`src/fdm_regs.vh`:
```
// Purpose: Constants for the frame duty ratio modulator
// Assumes: 32-bit AXI4-Lite register bus, byte addresses
// Notes: One aligned word per register
`ifndef FDM_REGS_VH
`define FDM_REGS_VH

// Register byte offsets
`define FDM_OFF_CTRL 12'h000
`define FDM_OFF_STATUS 12'h004
`define FDM_OFF_DUTY0 12'h010
`define FDM_OFF_DUTY13 12'h044

// Control fields
`define FDM_CTRL_RUN 0
`define FDM_CTRL_MODE_LO 1
`define FDM_CTRL_MODE_HI 2
`define FDM_CTRL_RST 3'h3
`define FDM_RUN_RST 1'b1

// Colour mappings
`define FDM_MODE_BYPASS 2'h0
`define FDM_MODE_GREY4 2'h1
`define FDM_MODE_RGB222 2'h2

// Status fields
`define FDM_STAT_FRAME_LO 0
`define FDM_STAT_MOD_LO 8

// Modulators
`define FDM_NMOD 14
`define FDM_DUTY_W 6
`define FDM_DUTY_RST 6'h20
`define FDM_FRAME_LAST 6'h3f

// Bus responses
`define FDM_RESP_OKAY 2'h0
`define FDM_RESP_SLVERR 2'h2

// Stream buffer
`define FDM_FIFO_DEPTH 4
`define FDM_FIFO_AW 2

`endif

```
`src/fdm_modulator.v`:
```
// Purpose: Frame-rate duty ratio modulator for the pixel output path
// Assumes: vsync and the pixel stream come from logic on clk
// Notes: Contract list below; AXI4-Lite slave holds duties and mode
//
// Contract
// - Modulators step once per frame at the vsync rising edge; the code steps only while run is set.
// - Same pseudo level gives the same output everywhere within a frame.
// - Active frames are spread evenly, never one contiguous block.
// - Modulation period is a power of two frames.
// - Accumulator adds duty each frame; carry out means active.
// - Duty resolves to six bits, a period of 64 frames.
// - Modulation only for 4-bit grey and RGB222 mappings.
// - Grey 0 is constant off, 15 constant on, 1..14 pseudo.
// - Grey value n from 1 to 14 outputs modulator n-1.
// - Each of the fourteen duties is written independently by software.
// - Each modulator presents a single bit at any moment.
// - RGB mode splits the pixel into three 2-bit channels.
// - Channel 0 off, 3 on, 1 and 2 use dedicated modulators.
// - Red uses modulators 4,5; green 2,3; blue 0,1.
`default_nettype none
`include "fdm_regs.vh"

module fdm_fifo #(
  parameter WIDTH = 6,
  parameter DEPTH = `FDM_FIFO_DEPTH,
  parameter AW = `FDM_FIFO_AW
) (
  // Clock and reset
  input wire clk,
  input wire rst,
  // Fill side
  input wire in_valid,
  output reg in_ready,
  input wire [WIDTH-1:0] in_data,
  // Drain side
  output wire out_valid,
  input wire out_ready,
  output wire [WIDTH-1:0] out_data
);
  localparam [AW:0] FULL = DEPTH;
  localparam [AW:0] ONE = 1;
  reg [WIDTH-1:0] mem [0:DEPTH-1];
  reg [AW-1:0] wp_r;
  reg [AW-1:0] rp_r;
  reg [AW:0] cnt_r;
  reg [AW:0] cnt_nxt;
  wire push;
  wire pop;

  assign push = in_valid & in_ready;
  assign pop = out_valid & out_ready;
  assign out_valid = (cnt_r != {(AW+1){1'b0}});
  assign out_data = mem[rp_r];

  always @* begin
    cnt_nxt = cnt_r;
    if (push & ~pop) begin
      cnt_nxt = cnt_r + ONE;
    end else if (pop & ~push) begin
      cnt_nxt = cnt_r - ONE;
    end
  end

  // Ready is registered so the top output comes from a flop
  always @(posedge clk or posedge rst) begin
    if (rst) begin
      wp_r <= {AW{1'b0}};
      rp_r <= {AW{1'b0}};
      cnt_r <= {(AW+1){1'b0}};
      in_ready <= 1'b0;
    end else begin
      cnt_r <= cnt_nxt;
      in_ready <= (cnt_nxt != FULL);
      if (push) begin
        wp_r <= wp_r + 1'b1;
      end
      if (pop) begin
        rp_r <= rp_r + 1'b1;
      end
    end
  end

  always @(posedge clk) begin
    if (push) begin
      mem[wp_r] <= in_data;
    end
  end
endmodule // fdm_fifo

module fdm_modulator (
  // Clock and reset
  input wire clk,
  input wire rst,
  // AXI4-Lite write address
  input wire [11:0] s_axi_awaddr,
  input wire s_axi_awvalid,
  output reg s_axi_awready,
  // AXI4-Lite write data
  input wire [31:0] s_axi_wdata,
  input wire [3:0] s_axi_wstrb,
  input wire s_axi_wvalid,
  output reg s_axi_wready,
  // AXI4-Lite write response
  output reg [1:0] s_axi_bresp,
  output reg s_axi_bvalid,
  input wire s_axi_bready,
  // AXI4-Lite read address
  input wire [11:0] s_axi_araddr,
  input wire s_axi_arvalid,
  output reg s_axi_arready,
  // AXI4-Lite read data
  output reg [31:0] s_axi_rdata,
  output reg [1:0] s_axi_rresp,
  output reg s_axi_rvalid,
  input wire s_axi_rready,
  // Frame timing
  input wire vsync,
  // Intermediate pixel stream in
  input wire pix_valid,
  output wire pix_ready,
  input wire [5:0] pix_data,
  // Physical pixel stream out
  output reg phys_valid,
  input wire phys_ready,
  output reg [2:0] phys_data
);
  localparam NM = `FDM_NMOD;
  localparam DW = `FDM_DUTY_W;

  // Register file
  reg run_r;
  reg [1:0] mode_r;
  reg [DW-1:0] duty_r [0:NM-1];
  reg [DW-1:0] frame_r;
  reg vsync_d_r;
  wire frame_adv;
  wire [NM-1:0] mod_on;

  // Bus bookkeeping
  reg aw_got_r;
  reg w_got_r;
  reg [11:0] waddr_r;
  reg [31:0] wdata_r;
  reg [3:0] wstrb_r;
  reg aw_got_nxt;
  reg w_got_nxt;
  reg bvalid_nxt;
  reg rvalid_nxt;
  wire aw_hs;
  wire w_hs;
  wire ar_hs;
  wire do_write;

  // Stream path
  wire fifo_valid;
  wire [5:0] fifo_data;
  wire pop;
  integer k;

  // Decode: 1 if the address names a register
  function addr_ok;
    input [11:0] a;
    begin
      addr_ok = (a == `FDM_OFF_CTRL) || (a == `FDM_OFF_STATUS) ||
        ((a >= `FDM_OFF_DUTY0) && (a <= `FDM_OFF_DUTY13) && (a[1:0] == 2'h0));
    end
  endfunction

  // Decode: duty slot index of a duty address
  function [3:0] duty_idx;
    input [11:0] a;
    reg [11:0] d;
    begin
      d = a - `FDM_OFF_DUTY0;
      duty_idx = d[5:2];
    end
  endfunction

  function is_duty;
    input [11:0] a;
    begin
      is_duty = (a >= `FDM_OFF_DUTY0) && (a <= `FDM_OFF_DUTY13) && (a[1:0] == 2'h0);
    end
  endfunction

  // One 2-bit channel to one physical bit
  function map_ch;
    input [1:0] v;
    input lo;
    input hi;
    begin
      case (v)
        2'h0: map_ch = 1'b0;
        2'h1: map_ch = lo;
        2'h2: map_ch = hi;
        default: map_ch = 1'b1;
      endcase
    end
  endfunction

  // Grey value to physical bit
  function map_grey;
    input [3:0] v;
    input [NM-1:0] on;
    reg [3:0] idx;
    begin
      idx = v - 4'h1;
      if (v == 4'h0) begin
        map_grey = 1'b0;
      end else if (v == 4'hf) begin
        map_grey = 1'b1;
      end else begin
        map_grey = on[idx];
      end
    end
  endfunction

  // Mapping of one intermediate pixel for the current frame
  function [2:0] map_pix;
    input [1:0] mode;
    input [5:0] p;
    input [NM-1:0] on;
    begin
      case (mode)
        `FDM_MODE_GREY4: begin
          map_pix = {2'h0, map_grey(p[3:0], on)};
        end
        `FDM_MODE_RGB222: begin
          map_pix[2] = map_ch(p[5:4], on[4], on[5]);
          map_pix[1] = map_ch(p[3:2], on[2], on[3]);
          map_pix[0] = map_ch(p[1:0], on[0], on[1]);
        end
        default: begin
          // No modulation: low bits pass unchanged
          map_pix = p[2:0];
        end
      endcase
    end
  endfunction

  // Frame step on vsync rising edge, only while running
  assign frame_adv = vsync & ~vsync_d_r & run_r;

  always @(posedge clk or posedge rst) begin
    if (rst) begin
      vsync_d_r <= 1'b0;
      frame_r <= {DW{1'b0}};
    end else begin
      vsync_d_r <= vsync;
      if (frame_adv) begin
        // Six bits wrap at 64 frames
        frame_r <= frame_r + 1'b1;
      end
    end
  end

  // Bresenham step per modulator; the carry is the active decision
  genvar g;
  generate
    for (g = 0; g < NM; g = g + 1) begin : gen_mod
      reg [DW-1:0] acc_r;
      reg on_r;
      wire [DW:0] sum;
      assign sum = {1'b0, acc_r} + {1'b0, duty_r[g]};
      assign mod_on[g] = on_r;
      always @(posedge clk or posedge rst) begin
        if (rst) begin
          acc_r <= {DW{1'b0}};
          on_r <= 1'b0;
        end else if (frame_adv) begin
          // Carries are spread evenly over the period
          on_r <= sum[DW];
          // Restart each period so output is fixed by counter and duty
          if (frame_r == `FDM_FRAME_LAST) begin
            acc_r <= {DW{1'b0}};
          end else begin
            acc_r <= sum[DW-1:0];
          end
        end
      end
    end
  endgenerate

  // Pixel buffer ahead of the mapping stage
  fdm_fifo #(
    .WIDTH(6),
    .DEPTH(`FDM_FIFO_DEPTH),
    .AW(`FDM_FIFO_AW)
  ) u_fifo (
    .clk(clk),
    .rst(rst),
    .in_valid(pix_valid),
    .in_ready(pix_ready),
    .in_data(pix_data),
    .out_valid(fifo_valid),
    .out_ready(pop),
    .out_data(fifo_data)
  );

  assign pop = fifo_valid & (~phys_valid | phys_ready);

  // All pixels of a frame see one shared modulator vector
  always @(posedge clk or posedge rst) begin
    if (rst) begin
      phys_valid <= 1'b0;
      phys_data <= 3'h0;
    end else if (pop) begin
      phys_valid <= 1'b1;
      phys_data <= map_pix(mode_r, fifo_data, mod_on);
    end else if (phys_ready) begin
      phys_valid <= 1'b0;
    end
  end

  // Write channel: address and data taken in either order
  assign aw_hs = s_axi_awvalid & s_axi_awready;
  assign w_hs = s_axi_wvalid & s_axi_wready;
  assign ar_hs = s_axi_arvalid & s_axi_arready;
  assign do_write = aw_got_r & w_got_r & ~s_axi_bvalid;

  always @* begin
    aw_got_nxt = aw_got_r | aw_hs;
    w_got_nxt = w_got_r | w_hs;
    bvalid_nxt = s_axi_bvalid & ~s_axi_bready;
    if (do_write) begin
      aw_got_nxt = 1'b0;
      w_got_nxt = 1'b0;
      bvalid_nxt = 1'b1;
    end
    rvalid_nxt = (s_axi_rvalid & ~s_axi_rready) | ar_hs;
  end

  always @(posedge clk or posedge rst) begin
    if (rst) begin
      aw_got_r <= 1'b0;
      w_got_r <= 1'b0;
      waddr_r <= 12'h000;
      wdata_r <= 32'h00000000;
      wstrb_r <= 4'h0;
      s_axi_awready <= 1'b0;
      s_axi_wready <= 1'b0;
      s_axi_bvalid <= 1'b0;
      s_axi_bresp <= `FDM_RESP_OKAY;
      s_axi_arready <= 1'b0;
      s_axi_rvalid <= 1'b0;
      s_axi_rresp <= `FDM_RESP_OKAY;
      s_axi_rdata <= 32'h00000000;
    end else begin
      aw_got_r <= aw_got_nxt;
      w_got_r <= w_got_nxt;
      s_axi_bvalid <= bvalid_nxt;
      s_axi_rvalid <= rvalid_nxt;
      // One write and one read outstanding at a time
      s_axi_awready <= ~aw_got_nxt & ~bvalid_nxt;
      s_axi_wready <= ~w_got_nxt & ~bvalid_nxt;
      s_axi_arready <= ~rvalid_nxt;
      if (aw_hs) begin
        waddr_r <= s_axi_awaddr;
      end
      if (w_hs) begin
        wdata_r <= s_axi_wdata;
        wstrb_r <= s_axi_wstrb;
      end
      if (do_write) begin
        s_axi_bresp <= addr_ok(waddr_r) ? `FDM_RESP_OKAY : `FDM_RESP_SLVERR;
      end
      if (ar_hs) begin
        s_axi_rresp <= addr_ok(s_axi_araddr) ? `FDM_RESP_OKAY : `FDM_RESP_SLVERR;
        s_axi_rdata <= 32'h00000000;
        if (s_axi_araddr == `FDM_OFF_CTRL) begin
          s_axi_rdata[`FDM_CTRL_RUN] <= run_r;
          s_axi_rdata[`FDM_CTRL_MODE_HI:`FDM_CTRL_MODE_LO] <= mode_r;
        end else if (s_axi_araddr == `FDM_OFF_STATUS) begin
          s_axi_rdata[`FDM_STAT_FRAME_LO+DW-1:`FDM_STAT_FRAME_LO] <= frame_r;
          s_axi_rdata[`FDM_STAT_MOD_LO+NM-1:`FDM_STAT_MOD_LO] <= mod_on;
        end else if (is_duty(s_axi_araddr)) begin
          s_axi_rdata[DW-1:0] <= duty_r[duty_idx(s_axi_araddr)];
        end
      end
    end
  end

  // Software state; only byte lane 0 carries fields
  always @(posedge clk or posedge rst) begin
    if (rst) begin
      run_r <= `FDM_RUN_RST;
      mode_r <= `FDM_MODE_GREY4;
      for (k = 0; k < NM; k = k + 1) begin
        duty_r[k] <= `FDM_DUTY_RST;
      end
    end else if (do_write & wstrb_r[0]) begin
      if (waddr_r == `FDM_OFF_CTRL) begin
        run_r <= wdata_r[`FDM_CTRL_RUN];
        mode_r <= wdata_r[`FDM_CTRL_MODE_HI:`FDM_CTRL_MODE_LO];
      end else if (is_duty(waddr_r)) begin
        duty_r[duty_idx(waddr_r)] <= wdata_r[DW-1:0];
      end
    end
  end
endmodule // fdm_modulator
`default_nettype wire

```
`config.mk`:
```
export PLATFORM = sky130hd
export DESIGN_NAME = fdm_modulator
export DESIGN_NICKNAME = d
export VERILOG_FILES = /design/src/fdm_modulator.v
export VERILOG_INCLUDE_DIRS = /design/src
export SDC_FILE = /design/constraint.sdc
export NUM_CORES = 1
export LEC_CHECK = 0
export BUFFER_PORTS_ARGS = -buffer_cell sky130_fd_sc_hd__buf_2
export CAP_MARGIN = 20
export CORE_AREA = 5 5 185 187
export CTS_CLUSTER_DIAMETER = 40
export CTS_CLUSTER_SIZE = 30
export DETAILED_ROUTE_END_ITERATION = 10
export DIE_AREA = 0 0 190 192
export SETUP_SLACK_MARGIN = 0.4
export SYNTH_ARGS = -nofsm -noshare
export SYNTH_HDL_FRONTEND = slang
export SYNTH_SLANG_ARGS = --single-unit
```
`constraint.sdc`:
```
create_clock -name clk -period 26.3 [get_ports clk]
set_input_delay 5.26 -clock clk [delete_from_list [all_inputs] [get_ports clk]]
set_output_delay 5.26 -clock clk [all_outputs]
set_load 0.01 [all_outputs]
```
==> impl_metrics.env <==
export IMPL_synth_top_area_share_pct=41.0
export IMPL_report_final_slew_viol_count=0
export IMPL_fill_cells=2794
export IMPL_critPathSlowestCell="ha_1"
export IMPL_rsz0062_at_grt="no"
export IMPL_area_growth_pct=16.0
export IMPL_synthFlopType="dfrtp_1"
export IMPL_synth_area_per_cell_um2=12.6
export IMPL_insertion_delay_ns=0.54
export IMPL_max_stage_delay_ns=0.70
export IMPL_drv_cap=0
export IMPL_avgViaCountPerCell=5.43
export IMPL_post_drt_wl_per_cell_um=19.2
export IMPL_peakVddDrop_mv=0.0665
export IMPL_dpl_cell_area_um2=15200
export IMPL_hold_class="reg -> reg"
export IMPL_cts_buffer_depth=3
export IMPL_seq_area_frac_synth_pct=48.9
export IMPL_layout_drive_gt1_share_pct=26.7
export IMPL_cts_setup_buffers=0
export IMPL_die_h_um=192
export IMPL_totalWireLength_um=32700
export IMPL_die_x_um=190
export IMPL_synth_xor_area_share_pct=4.19
export IMPL_synth_cells=1146
export IMPL_cp_required_ns=26.70
export IMPL_drc_errors=0
export IMPL_pre_cts_ws_ns=18.49
export IMPL_die_area_um2=36500
export IMPL_synth_adder_area_share_pct=10.9
export IMPL_hold_worst_slack_ns=0.466
export IMPL_synthMuxAreaShare_pct=13.7
export IMPL_ys_warn_count=0
export IMPL_fmax_ghz=0.136
export IMPL_yosys_area_share_simple_pct=6.90
export IMPL_ctsHoldBuffers=0
export IMPL_synth_edf_count=24
export IMPL_r2r_start="u_fifo.rp_r[0]"
export IMPL_grt_first_pass_wirelength_um=53500
export IMPL_routed_via_count=9272
export IMPL_status="finished clean"
export IMPL_setup_violations=0
export IMPL_synth_area_leaders="dfrtp_1 (41%), mux2_2 (9.1%), ha_1 (8.9%)"
export IMPL_async_reset_ff_share_pct=91.3
export IMPL_io_buffers=78
export IMPL_hold_viol=0
export IMPL_path_clk_slew_ns=0.05
export IMPL_power_density_nw_per_um2=77.3
export IMPL_yosys_area_top_type="dfrtp_1"
export IMPL_grt_max_degree=140
export IMPL_finalCritPeriodShare_pct=28.0
export IMPL_synth_area_um2=14400
export IMPL_crit_family="multiplexers"
export IMPL_core_area_um2=32300
export IMPL_gp_congestion=0.808
export IMPL_path_cells="buf_2 > inv_1 > ha_1 > mux4_2 > mux2i_1 > a21oi_1 > a221oi_1 > nor3_1"
export IMPL_h_tree_depth=2
export IMPL_grt_usage_pct=18.4
export IMPL_startpoint_type="input pin"
export IMPL_synth_top_family_by_area="multiplexers"
export IMPL_io_pins=122
export IMPL_fin_tns_setup_ns=0
export IMPL_max_slew_margin_pct=28.3
export IMPL_min_period_ns=7.36
export IMPL_critPathKind="in -> reg"
export IMPL_p_leak_nw=8.25
export IMPL_ant_nets=0
export IMPL_path_max_fanout=13
export IMPL_start_util_pct=44.6
export IMPL_clock_root_buffer="clkbuf_16"
export IMPL_utilization_pct=51.7
export IMPL_r2r_slack_ns=23.53
export IMPL_dpl_hpwl_um=22200
export IMPL_first_pass_iters=5
export IMPL_antenna_found_initial=1
export IMPL_cp_arrival_ns=7.77
export IMPL_tritoncts="built"
export IMPL_grt_pass1_vias=9486
export IMPL_hp_start="aw_got_r"
export IMPL_fin_area_um2=16700
export IMPL_synth_compound_area_share_pct=12.4
export IMPL_rows=66
export IMPL_reg2reg_depth=8
export IMPL_worstHoldEndpoint="s_axi_awready"
export IMPL_reg2reg_to="phys_data[0]"
export IMPL_layout_nets=1420
export IMPL_cts_made_buffers=44
export IMPL_drt_iter0_drc=465
export IMPL_n_antenna_cell=0
export IMPL_ys_types=57
export IMPL_crit_path_end_kind="register"
export IMPL_worst_slew_pin_slew_ns=1.08
export IMPL_cp_num_buf_inv=2
export IMPL_setup_ws_ns=18.94
export IMPL_cts_sinks=276
export IMPL_grt_overflow=0
export IMPL_ctsResizeCount=0
export IMPL_synth_ff_latch_count=276
export IMPL_hold_path_depth=1
export IMPL_final_setup_skew_ns=0.0219
Yosys cell counts, drive strengths merged (5+ instances only):
cell type and n:
nand2 18, xnor2 51, a211oi 6, nand3 10, a21oi 73, fa 14, nor3 13, dfstp 16
nor2 79, xor2 18, mux2 116, a22oi 5, a21o 15, inv 33, nor2b 20, mux2i 19
and3 7, clkbuf 33, nand2b 7, edfxtp 24, ha 102, o21bai 14, dfrtp 236, buf 29
o21ai 26, mux4 21, a22o 98
layout make-up:
cell class / count / area [µm²] / area share [%]
flip-flops and latches: 276 / 7050 / 42.2
multi-input cells: 788 / 7000 / 41.9
clock buffers: 50 / 1160 / 6.96
well taps: 442 / 553 / 3.31
repair buffers: 85 / 463 / 2.77
clock inverters: 32 / 349 / 2.09
inverters: 33 / 131 / 0.786
worst max-delay path by stage:
stage          cells past startpoint       startpoint  slack [ns]              to
6_report                           8  s_axi_araddr[4]       18.94  s_axi_rdata[1]
5_1_grt                            8  s_axi_araddr[4]       18.78  s_axi_rdata[1]
4_1_cts                            8  s_axi_araddr[4]       19.01  s_axi_rdata[1]
3_5_place_dp                       8  s_axi_araddr[4]       18.49  s_axi_rdata[1]
3_3_place_gp                       8  s_axi_araddr[4]       18.47  s_axi_rdata[1]
2_1_floorplan                      1              rst       14.14        aw_got_r
placed cells by master (no fill, tap or decap), types with 10 or more instances in the layout:
cell	synthesis	routed
dfstp_2	16	16
fa_1	14	14
a21oi_1	73	73
nor2_1	73	73
conb_1	1	14
inv_1	33	32
ha_1	102	102
o21ai_0	26	26
edfxtp_1	24	24
nor2b_1	20	20
a22o_1	98	98
mux4_2	21	21
clkbuf_16	0	44
a21o_1	15	15
xor2_1	18	18
buf_2	4	78
mux2i_1	19	19
dfrtp_1	236	236
nor3_1	10	10
nand2_1	16	16
xnor2_1	51	51
mux2_2	116	116
o21bai_1	14	14
cell families after synthesis:
kind of cell,after synthesis
adders and majority gates,118
buffers and inverters,95
muxes,156
other,1
and+or+nand+nor,177
DFF,276
AOI/OAI and AO/OA,254
xor gates and xnor gates,69
metal layers:
layer | vias to the layer above | GRT usage (%) | wire, µm
met5 | - | 0 | 13
met4 | 2 | 4.28 | 646
met3 | 58 | 2.67 | 1280
met2 | 172 | 28.8 | 14900
met1 | 4668 | 27.2 | 15900
li1 | 4372 | - | -
power by group:
part / total, mW / switching [mW] / internal [mW]
registers: 0.541 / 0.0710 / 0.470
clock network: 0.581 / 0.217 / 0.364
logic: 0.170 / 0.0913 / 0.0786
per-stage QoR:
stage | std cells | power, mW
finish | 1706 | 1.29
global placement | 1623 | 0.716
detailed placement | 1623 | 0.721
floorplan | 1159 | 0.654
CTS | 1705 | 1.31
global route | 1706 | 1.35
registers in the layout, indices dropped and copies added, names as in the netlist, 2 cells and up:
name and flops:
duty_r 84, frame_r 6, u_fifo.rp_r 2, s_axi_rdata 20
mode_r 2, u_fifo.mem 24, phys_data 3, waddr_r 12
u_fifo.cnt_r 3, gen_mod.acc_r 84, u_fifo.wp_r 2, wdata_r 6
gen_mod.on_r 14
Power figures use the tool's default switching activity.
